===== src/ucsd_regs.svh =====
`ifndef UCSD_REGS_SVH
`define UCSD_REGS_SVH
// ==========================================================
// Register indices; byte address is four times the index.
`define UCSD_IDX_CSA 10'h04e
`define UCSD_IDX_LINK 10'h04f
`define UCSD_IDX_STAT 10'h050
`define UCSD_CSA_RST 8'h07
`define UCSD_LINK_RST 8'h00
// ==========================================================
// Field positions in the chip select enable register.
`define UCSD_B_EXTBIOS 7
`define UCSD_B_LOWBIOS 6
`define UCSD_B_RANGE 5
`define UCSD_B_IDE 4
`define UCSD_B_FLOPHI 3
`define UCSD_B_FLOPLO 2
// Field positions in the linked control register.
`define UCSD_B_MSELSUB 4
`define UCSD_B_ISAFWD 3
// ==========================================================
// Encoded select codes; the no-select code is all ones.
`define UCSD_CODE_BIOS 3'h0
`define UCSD_CODE_IDE 3'h5
`define UCSD_CODE_NONE 3'h7
// ==========================================================
// Address windows.
`define UCSD_EXT_LO 32'hfff80000
`define UCSD_EXT_HI 32'hfffdffff
`define UCSD_LOW_PG0 16'h000e
`define UCSD_LOW_PG1 16'hfffe
`define UCSD_LOW_PG2 16'hffee
`define UCSD_IO_PG 16'h0000
`define UCSD_IDE_PRI_BLK 13'h003e
`define UCSD_IDE_SEC_BLK 13'h002e
`define UCSD_IDE_PRI_CTL 15'h01fb
`define UCSD_IDE_SEC_CTL 15'h01bb
`endif


===== src/ucsd_pkg.sv =====
package ucsd_pkg;

    typedef enum logic [1:0] {
        UCSD_SRC_PCI = 2'b00,
        UCSD_SRC_ISA = 2'b01,
        UCSD_SRC_DMA = 2'b10
    } ucsd_src_e;

    typedef enum logic [1:0] {
        UCSD_APB_IDLE = 2'b00,
        UCSD_APB_RESP = 2'b01
    } ucsd_apb_e;

    typedef struct packed {
        logic valid;
        ucsd_src_e src;
        logic isIo;
        logic [31:0] addr;
    } ucsd_req_s;

    typedef struct packed {
        logic valid;
        logic [2:0] code;
        logic xcvrEnN;
        logic positive;
        logic forward;
    } ucsd_res_s;

endpackage


===== src/ucsd_decode.sv =====
// Register access over APB was decided locally.
`include "ucsd_regs.svh"
`timescale 1ns/1ps
`default_nettype none

module ucsd_decode #(
    parameter int ADDR_W = 12
) (
    input wire logic mclk,
    input wire logic sys_rst,
    input wire logic ce,
    input wire logic host_bus_reset_n,
    input wire logic psel,
    input wire logic penable,
    input wire logic pwrite,
    input wire logic [ADDR_W-1:0] paddr,
    input wire logic [31:0] pwdata,
    output logic [31:0] prdata,
    output logic pready,
    output logic pslverr,
    input wire ucsd_pkg::ucsd_req_s accReq,
    output ucsd_pkg::ucsd_res_s accRes,
    output logic [7:0] utility_chip_select_enable_a
);
    import ucsd_pkg::*;

    // ==========================================================
    // Host bus reset synchroniser.
    // The pin is asynchronous to mclk, so it passes two flops
    // before it may reload both registers.
    logic hostRstMeta_q;
    logic hostRstSync_q;

    always_ff @(posedge mclk)
    begin
        if (sys_rst)
        begin
            hostRstMeta_q <= 1'b1;
            hostRstSync_q <= 1'b1;
        end
        else if (ce)
        begin
            hostRstMeta_q <= host_bus_reset_n;
            hostRstSync_q <= hostRstMeta_q;
        end
    end

    wire regReset = sys_rst | ~hostRstSync_q;

    // ==========================================================
    // APB slave.
    ucsd_apb_e apbState_q;
    ucsd_apb_e apbState_d;
    logic [7:0] csa_q;
    logic [7:0] csa_d;
    logic [7:0] link_q;
    logic [7:0] link_d;
    logic [7:0] stat_q;
    logic [31:0] prdata_q;
    logic pslverr_q;

    wire [ADDR_W-3:0] regIdx = paddr[ADDR_W-1:2];
    wire idxCsa = regIdx == (ADDR_W-2)'(`UCSD_IDX_CSA);
    wire idxLink = regIdx == (ADDR_W-2)'(`UCSD_IDX_LINK);
    wire idxStat = regIdx == (ADDR_W-2)'(`UCSD_IDX_STAT);
    wire idxHit = idxCsa | idxLink | idxStat;
    wire apbAccess = psel & penable;
    wire apbTake = apbAccess & (apbState_q == UCSD_APB_IDLE);
    wire apbCommit = apbAccess & (apbState_q == UCSD_APB_RESP);
    wire wrCsa = apbCommit & pwrite & idxCsa;
    wire wrLink = apbCommit & pwrite & idxLink;
    wire [7:0] rdByte = idxCsa ? csa_q :
                        idxLink ? link_q :
                        idxStat ? stat_q : 8'h00;

    // One wait state: the answer is registered so pready and
    // prdata come straight from flops.
    always_comb
    begin
        apbState_d = apbState_q;
        unique case (apbState_q)
            UCSD_APB_IDLE:
            begin
                if (apbTake)
                    apbState_d = UCSD_APB_RESP;
            end
            UCSD_APB_RESP:
            begin
                apbState_d = UCSD_APB_IDLE;
            end
            default:
            begin
                apbState_d = UCSD_APB_IDLE;
            end
        endcase
    end

    always_ff @(posedge mclk)
    begin
        if (sys_rst)
        begin
            apbState_q <= UCSD_APB_IDLE;
            prdata_q <= 32'h00000000;
            pslverr_q <= 1'b0;
        end
        else if (ce)
        begin
            apbState_q <= apbState_d;
            if (apbTake)
            begin
                prdata_q <= {24'h000000, pwrite ? 8'h00 : rdByte};
                pslverr_q <= ~idxHit;
            end
        end
    end

    // An unmapped index answers with an error and reads zero; a write
    // to it or to the read-only status index changes nothing.
    assign pready = apbState_q == UCSD_APB_RESP;
    assign prdata = prdata_q;
    assign pslverr = pslverr_q;

    // ==========================================================
    // Configuration registers.
    // Bits 3:0 of the enable register are held for software only;
    // their peripherals are not decoded here.
    assign csa_d = wrCsa ? pwdata[7:0] : csa_q;
    assign link_d = wrLink ? pwdata[7:0] : link_q;

    // A host bus reset reloads both registers but leaves the bus slave
    // running, so software can still poll them while the pin is held.
    always_ff @(posedge mclk)
    begin
        if (regReset)
        begin
            csa_q <= `UCSD_CSA_RST;
            link_q <= `UCSD_LINK_RST;
        end
        else if (ce)
        begin
            csa_q <= csa_d;
            link_q <= link_d;
        end
    end

    assign utility_chip_select_enable_a = csa_q;

    // ==========================================================
    // Address decode from the live register contents.
    wire extEn = csa_q[`UCSD_B_EXTBIOS];
    wire lowEn = csa_q[`UCSD_B_LOWBIOS];
    wire rangeSec = csa_q[`UCSD_B_RANGE];
    wire ideEn = csa_q[`UCSD_B_IDE];
    wire mselSub = link_q[`UCSD_B_MSELSUB];
    wire isaFwd = link_q[`UCSD_B_ISAFWD];

    wire [31:0] a = accReq.addr;
    wire isMem = accReq.valid & ~accReq.isIo;
    wire isIo = accReq.valid & accReq.isIo;
    wire srcPci = accReq.src == UCSD_SRC_PCI;
    wire srcIsa = accReq.src == UCSD_SRC_ISA;

    wire extHit = isMem & (a >= `UCSD_EXT_LO) & (a <= `UCSD_EXT_HI);
    wire lowHit = isMem & ((a[31:16] == `UCSD_LOW_PG0) | (a[31:16] == `UCSD_LOW_PG1)
                  | (a[31:16] == `UCSD_LOW_PG2));
    wire ioPage = isIo & (a[31:16] == `UCSD_IO_PG);
    wire idePriHit = ioPage & ((a[15:3] == `UCSD_IDE_PRI_BLK) | (a[15:1] == `UCSD_IDE_PRI_CTL));
    wire ideSecHit = ioPage & ((a[15:3] == `UCSD_IDE_SEC_BLK) | (a[15:1] == `UCSD_IDE_SEC_CTL));
    wire ideHit = rangeSec ? ideSecHit : idePriHit;

    wire extSel = extHit & srcPci & extEn;
    wire lowSel = lowHit & (srcPci | srcIsa) & lowEn;
    wire ideSel = ideHit & ideEn;
    wire biosSel = extSel | lowSel;

    // BIOS and IDE hits cannot coincide: one needs a memory cycle and
    // the other an I/O cycle, so the priority below is only a formality.
    wire [2:0] codeD = biosSel ? `UCSD_CODE_BIOS :
                       ideSel ? `UCSD_CODE_IDE : `UCSD_CODE_NONE;
    wire xcvrD = biosSel | ideSel;
    wire posD = srcPci & (extSel | (lowSel & ~mselSub));
    // Only lower BIOS hits are judged here; other ISA or DMA
    // addresses are forwarded by logic outside this block.
    wire fwdD = ~srcPci & lowHit & ~lowEn & isaFwd;

    // The status copy gives software a view of the last decoded
    // request without a tap on the access path.
    ucsd_res_s res_q;

    always_ff @(posedge mclk)
    begin
        if (sys_rst)
        begin
            res_q <= '{valid: 1'b0, code: `UCSD_CODE_NONE, xcvrEnN: 1'b1,
                       positive: 1'b0, forward: 1'b0};
            stat_q <= 8'h00;
        end
        else if (ce)
        begin
            res_q <= '{valid: accReq.valid, code: codeD, xcvrEnN: ~xcvrD,
                       positive: posD, forward: fwdD};
            if (accReq.valid)
                stat_q <= {2'b00, fwdD, posD, ~xcvrD, codeD};
        end
    end

    assign accRes = res_q;
endmodule // ucsd_decode

`default_nettype wire


===== config.mk =====
export PLATFORM = sky130hd
export DESIGN_NAME = ucsd_decode
export DESIGN_NICKNAME = d
export VERILOG_FILES = /design/src/ucsd_pkg.sv /design/src/ucsd_decode.sv
export VERILOG_INCLUDE_DIRS = /design/src
export SDC_FILE = /design/constraint.sdc
export NUM_CORES = 1
export LEC_CHECK = 0
export BUFFER_PORTS_ARGS = -buffer_cell sky130_fd_sc_hd__buf_2
export CORE_MARGIN = 5
export CORE_UTILIZATION = 32
export CTS_CLUSTER_DIAMETER = 30
export CTS_CLUSTER_SIZE = 8
export DETAILED_ROUTE_END_ITERATION = 7
export GPL_TIMING_DRIVEN = 0
export PLACE_DENSITY_LB_ADDON = 0.05
export SETUP_SLACK_MARGIN = 0.2
export SKIP_CTS_REPAIR_TIMING = 1
export SYNTH_ARGS = -nofsm -noshare
export SYNTH_HDL_FRONTEND = slang
export SYNTH_SLANG_ARGS = --single-unit

===== constraint.sdc =====
create_clock -name mclk -period 1.9 [get_ports mclk]
set_clock_uncertainty 0.15 [all_clocks]
set_input_delay 0.285 -clock mclk [delete_from_list [all_inputs] [get_ports mclk]]
set_output_delay 0.285 -clock mclk [all_outputs]
set_load 0.03 [all_outputs]

After elaboration in Yosys (flattened, before gate mapping). Cells that the tools add are included.

Bits in registers: 42. Bits of input ports: 87. Output and inout port bits: 49. Word-level logic and storage cells: 87.

Magnitude comparators: 2. Equality and inequality tests: 13. Bitwise logic cells: 42. Mux-type cells: 9. Reduce and logical (&&, ||, !) cells: 8.

Operators by type and width (number): $eq 16x16->1 const B (2); $ge 32x32->1 const B (1); $le 32x32->1 const B (1); $eq 10x7->1 const B (3); $eq 15x9->1 const B (2); $eq 13x6->1 const B (2); $and 1x1->1 (24); $mux 8 (3); $eq 16x4->1 const B (1); $logic_not 16->1 (1); $or 1x1->1 (11); $reduce_and 2->1 (5); $not 1->1 (7); $mux 2 (3); $mux 6 (1); $eq 2x1->1 const B (2); $logic_not 2->1 (2); $mux 3 (1); $ne 2x2->1 const B (1); $mux 1 (1).

Depth between registers and ports, before layout.
Depth in word-level cells: 9. Gate-level depth with buffers: 7. Gate-level depth less buffers: 5.

Least setup slack after synthesis. Ideal clock, no wire load.

Path type: input port to flip-flop. From: input port paddr[7]. To: register link_q[0]. Stages on the path: 6. Path buffers: 1. Setup slack: -93 ps. Arrival: 1715 ps. Setup time: 128 ps. Path through: or4b_4 -> nor3_4 -> and3_1 -> buf_6 -> mux2i_1 -> nor2_1.

Word-level cells in the longest chain between the ends: 3.

Ends and longest elaborated chain: start: declaration (RTL line ucsd_decode.sv:16) `input wire logic [ADDR_W-1:0] paddr,`; $eq 10x7->1 (RTL line ucsd_decode.sv:64) `` wire idxLink = regIdx == (ADDR_W-2)'(`UCSD_IDX_LINK); ``; $and 1x1->1 (RTL line ucsd_decode.sv:71) `wire wrLink = apbCommit & pwrite & idxLink;`; $reduce_and 2->1 (no line); end signal: assignment (RTL line ucsd_decode.sv:137) `` link_q <= `UCSD_LINK_RST; ``; end signal: assignment (RTL line ucsd_decode.sv:142) `link_q <= link_d;`; end: declaration (RTL line ucsd_decode.sv:56) `logic [7:0] link_q;`.

Every way passes these cells. A chain may end at the register's enable or synchronous reset.

Worst setup path after layout.
From: input port paddr[10]. To: register link_q[6].

Same word-level chain as after synthesis.

==> results.toml <==
[global_routing]
grt-ovfl-total = 0
grtUsageTotal_pct = 14.41
grt_pass1_vias = 1836
grt_max_degree = 12
grt_first_pass_wirelength_um = 8576
antenna_found_initial = 0

[floorplan]
coreArea_um2 = 5886
io_pins = 136
die_area_um2 = 7647
initial_utilization_pct = 32.61
row_count = 28
dieHeight_um = 87.45
die_x_um = 87.45

[clocking]
path_clk_slew_ps = 70
clock_tree.root_cell = "clkbuf_8"
clockBufferDepth = 2
numCtsBuffers = 5
clock_latency_ps = 290
h-tree-depth = 2
clock_sinks = 37
cts_tree = "done"

[yosys]
yosysWarnings = 0
ys_seq_area_share_pct = 38.59
synth_top_area_cell = "dfxtp_1"
ys_types = 40
synthTopCellsByArea = "dfxtp_1, buf_4, mux2i_1, nand2_1, nor2_1"
netlist.area_leader.share_pct = 38.59
syn_inst = 222
avgSynthCellArea_um2 = 8.646
syn_area_um2 = 1919
synth_seq_cells = 37

[timing]
worst_slew_pin_slew_ps = 606.3
post-route-period-util_pct = 92.39
worst_slack_ps = 144.5
min_period_ps = 1755
slew_violations = 0
finalHoldViolations = 0
final-setup-viol-count = 0
fmax_mhz = 569.7
whs_ps = 58.06
slew-limit-headroom_pct = 59.43
rsz0062_at_grt = "true"

[power_and_ir_drop]
ir_drop_mv = 0.4804
switchingPower_uw = 439.3
netSwitchingFraction_pct = 24.91
pwr-share-clk_pct = 39.3
powerDensity_nw_per_um2 = 637.6
intPower_mw = 1.324
combPwrFrac_pct = 15.8
seqPwrFrac_pct = 44.9
cellLeakagePower_nw = 1.297

[drt]
wl_um = 5368
drt_iter0_drc = 63
drt-pass1-iter-count = 4
dr_total_vias = 1886
vias_per_cell = 4.523
post_drt_wl_per_cell_um = 12.87
drc = 0
drt.antenna.violating_nets = 0

[finish]
drive_above_1_share_pct = 41.52
nFillCells = 643
area_growth_pct = 44.13
diodes = 0
fin_nets = 428
register_area_um2 = 744.5
multi_input_area_um2 = 1097

[placed_design]
hpwlAfterDp_um = 4297
portBuffers = 82
gp_congestion = 0.8016
dp_slack_ps = -486.7

[worst_setup_path]
worstPathRequired_ps = 1920
endpoint_kind = "flop"
cp.arrival_ps = 1770
critPathLaunchType = "input pin"
crit_fanout = 8
crit_type = "input pin to flop"

[hold_path]
hp-class = "input pin to flop"

[job]
drv_cap = 0

[run_status]
outcome = "completed"
power groups by stage:
stage	logic, mW	clock network (mW)	registers [mW]
after global placement	0.270	0	0.811
final	0.278	0.694	0.792
after detailed placement	0.271	0	0.811
after CTS	0.272	0.715	0.793
after floorplan	0.167	0	0.820
after global routing	0.304	0.758	0.793
final timing paths:
| check | cells past startpoint | slack [ps] | from | to |
|---|---|---|---|---|
| worst max-delay path | 7 | 140 | paddr[10] | link_q[6] |
| worst min-delay path | 2 | 60 | host_bus_reset_n | hostRstMeta_q |
| worst max register to register | 5 | 300 | utility_chip_select_enable_a[6] | accRes[4] |
| worst min register to register | 2 | 300 | prdata[1] | prdata[1] |
worst max-delay path, stage by stage:
cell	delay, ps
buf_6	90
or4b_4	580
nor3_4	210
and3_4	210
buf_8	140
mux2i_2	210
nor2_1	50
cell type report:
class / instances / share of cell area, %
multi-input combinational: 174 / 39.67
clock buffer: 7 / 3.121
buffer: 33 / 8.729
sequential: 37 / 26.91
tap: 75 / 3.392
clock inverter: 1 / 1.085
inverter: 1 / 0.1357
timing repair buffer: 89 / 16.96
metal layers:
metal	GRT usage (%)	wire, µm
met1	18.30	2378
met2	23.77	2488
met3	3.217	413
met4	5.300	87
met5	0	0
sequential cells by signal, indices dropped and copies added (netlist names):
name                          flops
hostRstSync_q                     1
link_q                            8
utility_chip_select_enable_a      8
stat_q                            4
accRes                            5
apbState_q                        1
prdata                            8
pslverr                           1
hostRstMeta_q                     1
synth_stat cells:
cell / number
dfxtp_1: 37
buf_4: 26
nand2_1: 24
nor2_1: 21
mux2i_1: 18
o21ai_0: 15
a21oi_1: 10
nand2b_1: 8
a22oi_1: 6
clkbuf_1: 5
nand3_1: 5
nor4_1: 5
a211o_1: 4
nand4_1: 4
nor2b_1: 3
a211oi_1: 2
nand3b_1: 2
nor3_1: 2
o31ai_1: 2
or3_1: 2
or4_1: 2
a21boi_0: 1
a311oi_1: 1
and2_0: 1
and3_1: 1
buf_2: 1
buf_6: 1
conb_1: 1
inv_1: 1
nand4b_1: 1
nor3_4: 1
nor4_4: 1
nor4b_1: 1
nor4b_2: 1
nor4bb_1: 1
o211ai_1: 1
o21ai_1: 1
or4b_2: 1
or4b_4: 1
xor2_1: 1
logic make-up (layout without fill, tap and decap cells):
family	after synthesis	after routing	synth area share [%]
simple gates	88	88	25.42
compound gates	43	43	13.75
flops	37	37	38.59
buf+inv	34	131	12.19
mux	18	18	9.387
other cells	1	24	0.1954
xor+xnor	1	1	0.4564
cell usage in the layout, fill, tap and decap left out, drive strengths merged, types with 3 or more instances in the layout:
cell,n
a211o,4
mux2i,18
dfxtp,37
nor2,21
nand2b,8
o21ai,16
nor3,3
a21oi,10
a22oi,6
nand4,4
conb,24
nor4,6
nand3,5
nand2,24
buf,117
clkbuf,12
nor2b,3
stage by stage:
| stage | instances | power, mW | area (µm²) | util [%] | TNS [ps] |
|---|---|---|---|---|---|
| floorplan | 245 | 0.9871 | 2034 | - | -747.5 |
| global placement | 402 | 1.081 | 2539 | 43.13 | -8534 |
| detailed placement | 402 | 1.083 | 2539 | 43.13 | -8858 |
| CTS | 410 | 1.780 | 2655 | 45.11 | -1837 |
| global route | 417 | 1.856 | 2766 | 47.00 | 0 |
| finish | 417 | 1.764 | 2766 | 47.00 | 0 |
No activity file was read; power rests on OpenSTA's default activity.
